**src/hw/mitmr_defs.svh**
```systemverilog
`ifndef MITMR_DEFS_SVH
`define MITMR_DEFS_SVH

// Printed register indices; byte address is four times the index
`define MITMR_IDX_RUN 32'hFFFF_83D0
`define MITMR_IDX_CSR0 32'hFFFF_83D2
`define MITMR_IDX_CNT0 32'hFFFF_83D4
`define MITMR_IDX_COR0 32'hFFFF_83D6
`define MITMR_IDX_CSR1 32'hFFFF_83D8
`define MITMR_IDX_CNT1 32'hFFFF_83DA
`define MITMR_IDX_COR1 32'hFFFF_83DC

// Register select positions
`define MITMR_SEL_RUN 0
`define MITMR_SEL_CSR0 1
`define MITMR_SEL_CNT0 2
`define MITMR_SEL_COR0 3
`define MITMR_SEL_CSR1 4
`define MITMR_SEL_CNT1 5
`define MITMR_SEL_COR1 6
`define MITMR_NUM_REGS 7

// Field positions
`define MITMR_CSR_FLAG_BIT 7
`define MITMR_CSR_IE_BIT 6
`define MITMR_CSR_CKS_HI 1
`define MITMR_CSR_CKS_LO 0

// Reset values
`define MITMR_RUN_RESET 2'h0
`define MITMR_CKS_RESET 2'h0
`define MITMR_CNT_RESET 16'h0000
`define MITMR_COR_RESET 16'hFFFF

// Prescaler: log2 of the four divisions
`define MITMR_PRE_WIDTH 9
`define MITMR_DIV_LOG2_0 3
`define MITMR_DIV_LOG2_1 5
`define MITMR_DIV_LOG2_2 7
`define MITMR_DIV_LOG2_3 9

`endif

```
**src/hw/mitmr_pkg.sv**
```systemverilog
`default_nettype none
`include "mitmr_defs.svh"

package mitmr_pkg;

  typedef logic [15:0] mitmr_word_t;

  typedef enum logic [1:0] {
    MITMR_OKAY = 2'b00,
    MITMR_SLVERR = 2'b10
  } mitmr_resp_t;

  typedef enum logic [1:0] {
    MITMR_WR_COLLECT = 2'b01,
    MITMR_WR_RESP = 2'b10
  } mitmr_wr_state_t;

  typedef enum logic [1:0] {
    MITMR_RD_IDLE = 2'b01,
    MITMR_RD_RESP = 2'b10
  } mitmr_rd_state_t;

  typedef logic [`MITMR_NUM_REGS-1:0] mitmr_sel_t;

  function automatic mitmr_sel_t mitmr_decode(input logic [31:0] addr);
    logic [31:0] idx [`MITMR_NUM_REGS];
    mitmr_sel_t sel;
    idx[`MITMR_SEL_RUN] = `MITMR_IDX_RUN;
    idx[`MITMR_SEL_CSR0] = `MITMR_IDX_CSR0;
    idx[`MITMR_SEL_CNT0] = `MITMR_IDX_CNT0;
    idx[`MITMR_SEL_COR0] = `MITMR_IDX_COR0;
    idx[`MITMR_SEL_CSR1] = `MITMR_IDX_CSR1;
    idx[`MITMR_SEL_CNT1] = `MITMR_IDX_CNT1;
    idx[`MITMR_SEL_COR1] = `MITMR_IDX_COR1;
    sel = '0;
    // Index wraps: only the low 30 index bits survive the times-four
    for (int i = 0; i < `MITMR_NUM_REGS; i++) begin
      sel[i] = (addr[31:2] == idx[i][29:0]);
    end
    return sel;
  endfunction

endpackage

`default_nettype wire

```
**src/hw/mitmr_channel.sv**
```systemverilog
`timescale 1ns/100ps
`default_nettype none
`include "mitmr_defs.svh"

module mitmr_channel #(
  parameter int CW = 16
) (
  // Clock and reset
  input wire logic mclk,
  input wire logic resetn,
  input wire logic standby,
  // Shared timing
  input wire logic [3:0] ticks,
  input wire logic run,
  // Register access
  input wire logic csrWr,
  input wire logic cntWr,
  input wire logic corWr,
  input wire logic csrRead,
  input wire logic [CW-1:0] wrData,
  input wire logic [CW/8-1:0] wrStrb,
  // Channel state
  output logic [CW-1:0] count,
  output logic [CW-1:0] period,
  output logic matchFlag,
  output logic matchIrqEnable,
  output logic [1:0] prescaleSelect,
  output logic matchIrqRequest
);

  function automatic logic [CW-1:0] merge(input logic [CW-1:0] old,
                                          input logic [CW-1:0] nw,
                                          input logic [CW/8-1:0] strb);
    logic [CW-1:0] res;
    res = old;
    for (int b = 0; b < CW/8; b++) begin
      if (strb[b]) begin
        res[b*8 +: 8] = nw[b*8 +: 8];
      end
    end
    return res;
  endfunction

  logic readOne;
  logic tick;
  logic match;
  logic [CW-1:0] next_count;
  logic [CW-1:0] next_period;
  logic next_matchFlag;
  logic next_matchIrqEnable;
  logic [1:0] next_prescaleSelect;
  logic next_matchIrqRequest;
  logic next_readOne;

  always_comb begin
    tick = ticks[prescaleSelect];
    // Match is seen on the tick after equality, so the top value lasts a period
    match = run && tick && (count == period);
    next_count = count;
    next_period = period;
    next_matchFlag = matchFlag;
    next_matchIrqEnable = matchIrqEnable;
    next_prescaleSelect = prescaleSelect;
    next_readOne = readOne;
    if (corWr) begin
      next_period = merge(period, wrData, wrStrb);
    end
    if (match) begin
      next_count = '0;
    end else if (cntWr) begin
      // Any write, byte or word, swallows a coinciding increment
      next_count = merge(count, wrData, wrStrb);
    end else if (run && tick) begin
      next_count = count + CW'(1);
    end
    if (csrRead && matchFlag) begin
      next_readOne = 1'b1;
    end
    if (csrWr) begin
      next_readOne = 1'b0;
      if (wrStrb[0]) begin
        next_matchIrqEnable = wrData[`MITMR_CSR_IE_BIT];
        next_prescaleSelect = wrData[`MITMR_CSR_CKS_HI:`MITMR_CSR_CKS_LO];
        if (!wrData[`MITMR_CSR_FLAG_BIT] && readOne) begin
          next_matchFlag = 1'b0;
        end
      end
    end
    // Set after clear so a match in the clearing cycle is kept
    if (match) begin
      next_matchFlag = 1'b1;
    end
    if (standby) begin
      next_count = CW'(`MITMR_CNT_RESET);
      next_period = CW'(`MITMR_COR_RESET);
      next_matchFlag = 1'b0;
      next_matchIrqEnable = 1'b0;
      next_prescaleSelect = `MITMR_CKS_RESET;
      next_readOne = 1'b0;
    end
    next_matchIrqRequest = next_matchFlag && next_matchIrqEnable;
  end

  always_ff @(posedge mclk) begin
    if (!resetn) begin
      count <= CW'(`MITMR_CNT_RESET);
      period <= CW'(`MITMR_COR_RESET);
      matchFlag <= 1'b0;
      matchIrqEnable <= 1'b0;
      prescaleSelect <= `MITMR_CKS_RESET;
      matchIrqRequest <= 1'b0;
      readOne <= 1'b0;
    end else begin
      count <= next_count;
      period <= next_period;
      matchFlag <= next_matchFlag;
      matchIrqEnable <= next_matchIrqEnable;
      prescaleSelect <= next_prescaleSelect;
      matchIrqRequest <= next_matchIrqRequest;
      readOne <= next_readOne;
    end
  end

endmodule

`default_nettype wire

```
**src/hw/mitmr_top.sv**
```systemverilog
// Decided for this implementation: the AXI4-Lite interface to the registers.
`timescale 1ns/100ps
`default_nettype none
`include "mitmr_defs.svh"

module mitmr_top #(
  parameter int CW = 16
) (
  // Clock and reset
  input wire logic mclk,
  input wire logic resetn,
  // Power state
  input wire logic standby,
  // AXI4-Lite write address
  input wire logic awvalid,
  output logic awready,
  input wire logic [31:0] awaddr,
  input wire logic [2:0] awprot,
  // AXI4-Lite write data
  input wire logic wvalid,
  output logic wready,
  input wire logic [31:0] wdata,
  input wire logic [3:0] wstrb,
  // AXI4-Lite write response
  output logic bvalid,
  input wire logic bready,
  output mitmr_pkg::mitmr_resp_t bresp,
  // AXI4-Lite read address
  input wire logic arvalid,
  output logic arready,
  input wire logic [31:0] araddr,
  input wire logic [2:0] arprot,
  // AXI4-Lite read data
  output logic rvalid,
  input wire logic rready,
  output logic [31:0] rdata,
  output mitmr_pkg::mitmr_resp_t rresp,
  // Interrupt requests, bit n for channel n
  output logic [1:0] matchIrqRequest
);
  import mitmr_pkg::*;

  localparam int DIV_LOG2 [4] = '{`MITMR_DIV_LOG2_0, `MITMR_DIV_LOG2_1,
                                  `MITMR_DIV_LOG2_2, `MITMR_DIV_LOG2_3};

  // Prescaler
  logic [`MITMR_PRE_WIDTH-1:0] prescale;
  logic [`MITMR_PRE_WIDTH-1:0] next_prescale;
  logic [3:0] ticks;

  always_comb begin
    next_prescale = prescale + `MITMR_PRE_WIDTH'(1);
  end

  always_ff @(posedge mclk) begin
    if (!resetn) begin
      prescale <= '0;
    end else begin
      prescale <= next_prescale;
    end
  end

  // Enable pulses keep everything on mclk, no gated clocks to balance
  for (genvar g = 0; g < 4; g++) begin : gen_tick
    assign ticks[g] = &prescale[DIV_LOG2[g]-1:0];
  end

  // Write path state
  mitmr_wr_state_t wrState;
  mitmr_wr_state_t next_wrState;
  logic awHeld;
  logic wHeld;
  logic [31:0] awAddrHeld;
  logic [15:0] wDataHeld;
  logic [1:0] wStrbHeld;
  logic next_awHeld;
  logic next_wHeld;
  logic [31:0] next_awAddrHeld;
  logic [15:0] next_wDataHeld;
  logic [1:0] next_wStrbHeld;
  logic next_awready;
  logic next_wready;
  logic next_bvalid;
  mitmr_resp_t next_bresp;
  mitmr_sel_t wrSel;

  // Read path state
  mitmr_rd_state_t rdState;
  mitmr_rd_state_t next_rdState;
  logic next_arready;
  logic next_rvalid;
  logic [31:0] next_rdata;
  mitmr_resp_t next_rresp;
  mitmr_sel_t rdSel;

  // Shared run control and channel views
  logic [1:0] run;
  logic [1:0] next_run;
  logic [1:0][CW-1:0] chCount;
  logic [1:0][CW-1:0] chPeriod;
  logic [1:0] chFlag;
  logic [1:0] chIrqEnable;
  logic [1:0][1:0] chSelect;
  logic [1:0] csrWr;
  logic [1:0] cntWr;
  logic [1:0] corWr;
  logic [1:0] csrRead;

  always_comb begin
    next_awHeld = awHeld;
    next_wHeld = wHeld;
    next_awAddrHeld = awAddrHeld;
    next_wDataHeld = wDataHeld;
    next_wStrbHeld = wStrbHeld;
    next_bvalid = bvalid;
    next_bresp = bresp;
    next_wrState = wrState;
    wrSel = '0;
    if (awvalid && awready) begin
      next_awHeld = 1'b1;
      next_awAddrHeld = awaddr;
    end
    if (wvalid && wready) begin
      next_wHeld = 1'b1;
      // Registers are 16 bits: upper lanes are dropped
      next_wDataHeld = wdata[15:0];
      next_wStrbHeld = wstrb[1:0];
    end
    case (wrState)
      MITMR_WR_COLLECT: begin
        if (awHeld && wHeld) begin
          wrSel = mitmr_decode(awAddrHeld);
          next_bresp = (|wrSel) ? MITMR_OKAY : MITMR_SLVERR;
          next_bvalid = 1'b1;
          next_awHeld = 1'b0;
          next_wHeld = 1'b0;
          next_wrState = MITMR_WR_RESP;
        end
      end
      MITMR_WR_RESP: begin
        if (bready) begin
          next_bvalid = 1'b0;
          next_wrState = MITMR_WR_COLLECT;
        end
      end
      default: begin
        next_bvalid = 1'b0;
        next_wrState = MITMR_WR_COLLECT;
      end
    endcase
    next_awready = (next_wrState == MITMR_WR_COLLECT) && !next_awHeld;
    next_wready = (next_wrState == MITMR_WR_COLLECT) && !next_wHeld;
  end

  always_comb begin
    next_run = run;
    if (wrSel[`MITMR_SEL_RUN] && wStrbHeld[0]) begin
      next_run = wDataHeld[1:0];
    end
    if (standby) begin
      next_run = `MITMR_RUN_RESET;
    end
    csrWr[0] = wrSel[`MITMR_SEL_CSR0];
    csrWr[1] = wrSel[`MITMR_SEL_CSR1];
    cntWr[0] = wrSel[`MITMR_SEL_CNT0];
    cntWr[1] = wrSel[`MITMR_SEL_CNT1];
    corWr[0] = wrSel[`MITMR_SEL_COR0];
    corWr[1] = wrSel[`MITMR_SEL_COR1];
  end

  always_comb begin
    next_arready = arready;
    next_rvalid = rvalid;
    next_rdata = rdata;
    next_rresp = rresp;
    next_rdState = rdState;
    rdSel = '0;
    case (rdState)
      MITMR_RD_IDLE: begin
        if (arvalid && arready) begin
          rdSel = mitmr_decode(araddr);
          next_rdata = '0;
          for (int c = 0; c < 2; c++) begin
            if (rdSel[1 + 3*c]) begin
              // Reserved control bits read zero
              next_rdata[`MITMR_CSR_FLAG_BIT] = chFlag[c];
              next_rdata[`MITMR_CSR_IE_BIT] = chIrqEnable[c];
              next_rdata[`MITMR_CSR_CKS_HI:`MITMR_CSR_CKS_LO] = chSelect[c];
            end
            if (rdSel[2 + 3*c]) begin
              next_rdata[CW-1:0] = chCount[c];
            end
            if (rdSel[3 + 3*c]) begin
              next_rdata[CW-1:0] = chPeriod[c];
            end
          end
          if (rdSel[`MITMR_SEL_RUN]) begin
            next_rdata[1:0] = run;
          end
          next_rresp = (|rdSel) ? MITMR_OKAY : MITMR_SLVERR;
          next_rvalid = 1'b1;
          next_arready = 1'b0;
          next_rdState = MITMR_RD_RESP;
        end
      end
      MITMR_RD_RESP: begin
        if (rready) begin
          next_rvalid = 1'b0;
          next_arready = 1'b1;
          next_rdState = MITMR_RD_IDLE;
        end
      end
      default: begin
        next_rvalid = 1'b0;
        next_arready = 1'b1;
        next_rdState = MITMR_RD_IDLE;
      end
    endcase
    // Ready follows the state, so it also rises on the first cycle out of reset
    next_arready = (next_rdState == MITMR_RD_IDLE);
    csrRead[0] = rdSel[`MITMR_SEL_CSR0];
    csrRead[1] = rdSel[`MITMR_SEL_CSR1];
  end

  always_ff @(posedge mclk) begin
    if (!resetn) begin
      wrState <= MITMR_WR_COLLECT;
      awHeld <= 1'b0;
      wHeld <= 1'b0;
      awAddrHeld <= '0;
      wDataHeld <= '0;
      wStrbHeld <= '0;
      awready <= 1'b0;
      wready <= 1'b0;
      bvalid <= 1'b0;
      bresp <= MITMR_OKAY;
      rdState <= MITMR_RD_IDLE;
      arready <= 1'b0;
      rvalid <= 1'b0;
      rdata <= '0;
      rresp <= MITMR_OKAY;
      run <= `MITMR_RUN_RESET;
    end else begin
      wrState <= next_wrState;
      awHeld <= next_awHeld;
      wHeld <= next_wHeld;
      awAddrHeld <= next_awAddrHeld;
      wDataHeld <= next_wDataHeld;
      wStrbHeld <= next_wStrbHeld;
      awready <= next_awready;
      wready <= next_wready;
      bvalid <= next_bvalid;
      bresp <= next_bresp;
      rdState <= next_rdState;
      arready <= next_arready;
      rvalid <= next_rvalid;
      rdata <= next_rdata;
      rresp <= next_rresp;
      run <= next_run;
    end
  end

  for (genvar c = 0; c < 2; c++) begin : gen_ch
    mitmr_channel #(
      .CW(CW)
    ) u_channel (
      .mclk(mclk),
      .resetn(resetn),
      .standby(standby),
      .ticks(ticks),
      .run(run[c]),
      .csrWr(csrWr[c]),
      .cntWr(cntWr[c]),
      .corWr(corWr[c]),
      .csrRead(csrRead[c]),
      .wrData(wDataHeld[CW-1:0]),
      .wrStrb(wStrbHeld[CW/8-1:0]),
      .count(chCount[c]),
      .period(chPeriod[c]),
      .matchFlag(chFlag[c]),
      .matchIrqEnable(chIrqEnable[c]),
      .prescaleSelect(chSelect[c]),
      .matchIrqRequest(matchIrqRequest[c])
    );
  end

endmodule

`default_nettype wire

```
**config.mk**
```make
export PLATFORM = sky130hd
export DESIGN_NAME = mitmr_top
export DESIGN_NICKNAME = d
export VERILOG_FILES = /design/src/hw/mitmr_pkg.sv /design/src/hw/mitmr_channel.sv /design/src/hw/mitmr_top.sv
export VERILOG_INCLUDE_DIRS = /design/src /design/src/hw
export SDC_FILE = /design/constraint.sdc
export NUM_CORES = 1
export LEC_CHECK = 0
export ABC_AREA = 1
export BUFFER_PORTS_ARGS = -buffer_cell sky130_fd_sc_hd__buf_2
export CAP_MARGIN = 10
export CORE_ASPECT_RATIO = 1.1
export CORE_MARGIN = 1
export CORE_UTILIZATION = 50
export DETAILED_ROUTE_END_ITERATION = 12
export GPL_TIMING_DRIVEN = 1
export PLACE_DENSITY = 0.73
export SKIP_CTS_REPAIR_TIMING = 1
export SLEW_MARGIN = 20
export SYNTH_ARGS = -nofsm -noshare
export SYNTH_HDL_FRONTEND = slang
export SYNTH_SLANG_ARGS = --single-unit
```
**constraint.sdc**
```tcl
create_clock -name mclk -period 4.6 [get_ports mclk]
set_clock_uncertainty 0.05 [all_clocks]
set_input_delay 1.15 -clock mclk [delete_from_list [all_inputs] [get_ports mclk]]
set_output_delay 1.15 -clock mclk [all_outputs]
set_load 0.01 [all_outputs]
```
==> out/results.tsv <==
stage	metric	value	unit
synthesis	Post-synth ARST share	0	
layout	final non-filler cell area	9960	um^2
die	Initial Util	0.515	
placed_design	HPWL Detailed	17000	um
pwr	Max VDD drop	0.000284	V
global_routing	GR Util All Layers	0.263	
routing	post-DR wirelength/cell	14.2	um
worst_setup_path	WP data arrival	3330	ps
global_routing	global route overflow	0	
sta	RSZ-0062 raised after global routing	false	
cts	Clock Path Buffers	2	
cts	Clk pin slew, worst setup/hold paths	60	ps
sta	Slew Viols, Final	0	
worst_setup_path	Setup crit end kind	flop	
pwr	P_int	2.51	mW
synthesis	Compound-Gate Fraction of Synth Area	0.144	
layout	share of cells above drive strength 1	0.138	
synthesis	area share of fa/ha/maj cells after synthesis	0.0142	
cts	Num Clock Sinks	164	
layout	# diodes	0	
synthesis	warnings from Yosys	0	
hold_path	hold crit path type	flop to flop	
synthesis	Yosys cell types	46	
routing	Detailed Routing Iterations Pass 1	5	
die	Die W	129	um
synthesis	Cell Area, Synth	8830	um^2
sta	Worst Max-Slew Pin Slew	695	ps
routing	ANT nets after route	0	
synthesis	xor/xnor share of the synthesized area	0.0486	
sta	final hold violations	0	
placed_design	Post-DP Area	9370	um^2
routing	Initial DRC Count	705	
sta	minimum clock period	3050	ps
worst_setup_path	Worst path most repeated cell	nor2_1	
routing	Post-Route WL	23000	um
pwr	sw power	1.01	mW
pwr	Clk pwr share	0.405	
synthesis	simple-gate share of the synthesized area	0.322	
die	# rows	50	
synthesis	Seq cells post-synth	164	
die	die area	18200	um^2
cts	CTS tree	yes	
routing	Vias/cell	5.27	
pwr	Combinational Power Share	0.137	
global_routing	met2 Usage GRT	0.443	
layout	nets@finish	1499	
synthesis	EDFF count, synth	0	
die	Die H	141	um
routing	# DRC	0	
sta	Setup TNS Final	0	ps
cts	CTS Buf Count	17	
placed_design	Final GP Congestion	0.913	
cts	H-tree depth reported by CTS	4	
layout	most frequent cells in the layout	nand2_1 (330), dfxtp_1 (164), nor2_1 (149)	
layout	commonest non-fill, non-tap cell in the layout	nand2_1	
cts	Root Driver	clkbuf_16	
cts	Clock Latency Late Sink	430	ps
sta	Rel. slew slack	0.536	
pwr	net switching share of the total power	0.287	
synthesis	post-synthesis sequential area ratio	0.372	
routing	total number of vias	8553	
global_routing	met3 usage	0.0434	
placed_design	Port Buf Inserts	110	
sta	final setup violation count	0	
synthesis	Mean Syn Cell Area	6.79	um^2
layout	Area growth syn-to-layout	12.7	%
synthesis	mux cell area share after synthesis	0	
sta	part of the cycle the worst path needs	0.663	
pwr	Pwr Density	353	nW/um^2
die	core area	17100	um^2
synthesis	synthesized instance count	1302	
pwr	sequential share of power	0.458	
die	I/O pins	157	
worst_setup_path	critical path fanouts, max	12	
worst_setup_path	CP required	4880	ps
global_routing	first-pass GRT wire length	38000	um
run	Max-Cap Viols	0	
worst_setup_path	slowest CP cell	nor3b_1	
sta	Fmax	0.328	GHz
synthesis	largest family of logic cells by synthesized area	simple AND/OR/NAND/NOR gates	
worst_setup_path	CP cell instances	ha_1, nand3_1, nor2_1, nand2_1, nor2_1, ha_1, a21oi_1, o21a_1, nor3b_1, nand2_1, nand2_1, inv_2, nor2_1, nor2_1	
global_routing	initial antenna violation count	0	
worst_setup_path	max incr delay on CP	470	ps
worst_setup_path	critical path type	flop to flop	
global_routing	Top Usage Layer GRT	met2	
run_status	outcome	completed	
global_routing	largest net degree at the start of global routing	61	
global_routing	met1 Use GR	0.344	
synthesis	most used flip-flop cell after synthesis	dfxtp_1	
global_routing	vias in the first global route	7714	
worst_setup_path	Worst setup SP type	flop	
pwr	Pleak	4.26	nW
==> power groups by stage <==
stage	registers (mW)	clock network, mW	logic, mW
5_1_grt	1.63	1.50	0.544
6_report	1.61	1.42	0.481
3_3_place_gp	1.64	0	0.470
2_1_floorplan	1.63	0	0.341
3_5_place_dp	1.64	0	0.479
4_1_cts	1.61	1.43	0.482
==> registers in the layout (all words and copies together) (netlist names), 2 cells and up <==
| name | count |
|---|---|
| prescale | 9 |
| awAddrHeld | 30 |
| gen_ch.u_channel.prescaleSelect | 4 |
| gen_ch.u_channel.count | 32 |
| run | 2 |
| rdata | 16 |
| wDataHeld | 16 |
| gen_ch.u_channel.matchIrqEnable | 2 |
| gen_ch.u_channel.period | 32 |
| gen_ch.u_channel.matchIrqRequest | 2 |
| gen_ch.u_channel.readOne | 2 |
| gen_ch.u_channel.matchFlag | 2 |
| wrState | 2 |
| wStrbHeld | 2 |
| rdState | 2 |
==> per-layer routing <==
layer  share of wire  up-vias  routed length, um
met5               0        -                  0
met4           0.019        0                427
met3           0.058       34               1340
met2            0.48      266              11000
met1            0.45     3879              10300
li1                -     4374                  -
==> cell type report <==
type | instances | area [um^2]
clock buffers | 23 | 498
clock inverters | 9 | 91.3
fillers | 1665 | 7180
inverters | 114 | 429
multi-input cells | 958 | 4740
flip-flops and latches | 164 | 3280
well taps | 234 | 293
repair buffers | 120 | 626
==> through the flow <==
stage | hold WS (ps) | std cells | utilization | power (mW) | setup WS (ps)
final | 403 | 1622 | 0.581 | 3.52 | 1550
after global routing | 431 | 1622 | 0.581 | 3.67 | 1260
after CTS | 404 | 1622 | 0.581 | 3.53 | 1610
after detailed placement | 388 | 1590 | 0.546 | 2.12 | 1500
after global placement | 381 | 1590 | 0.546 | 2.11 | 1530
after floorplan | 368 | 1319 | - | 1.97 | 2060
==> kinds of logic after synthesis <==
family                     after synthesis
xor gates and xnor gates                49
DFF                                    164
other                                    1
and+or+nand+nor                        653
buffers and inverters                  197
adders and majority gates               10
AOI/OAI and AO/OA                      228
==> final timing paths <==
| kind | depth (start not counted) | end | slack, ps | startpoint |
|---|---|---|---|---|
| worst max-delay path | 14 | gen_ch[0].u_channel.count[6] | 1550 | prescale[0] |
| worst min-delay path | 1 | prescale[0] | 400 | prescale[0] |
| worst max register to register | 14 | gen_ch[0].u_channel.count[6] | 1550 | prescale[0] |
| worst min register to register | 1 | prescale[0] | 400 | prescale[0] |
==> worst max-delay path, delay by kind of cell, from the launching register on <==
family,cells,cell delay [ps]
AO/OA/AOI/OAI,2,180
adder cells (fa/ha/maj),2,360
buffers and inverters,1,120
flip-flops,1,360
AND/OR/NAND/NOR,9,1880
==> synthesized netlist by cell type, types with 5 or more instances <==
cell	number	area [um^2]
or2_2	5	31.3
xor2_1	18	158
a21oi_1	87	435
o21ai_1	9	45.0
inv_1	108	405
nand3_1	62	310
clkbuf_1	42	158
o211ai_1	27	203
nand2_2	8	50.1
ha_1	10	125
buf_2	9	45.0
nand4_1	53	332
a31oi_1	7	43.8
nand2_1	331	1240
nor4_1	5	31.3
o21ai_0	83	415
buf_4	23	173
nor3_1	17	85.1
xnor2_1	31	272
dfxtp_1	164	3280
nor2_1	150	563
Note: power is estimated with default switching activity, not from simulation.
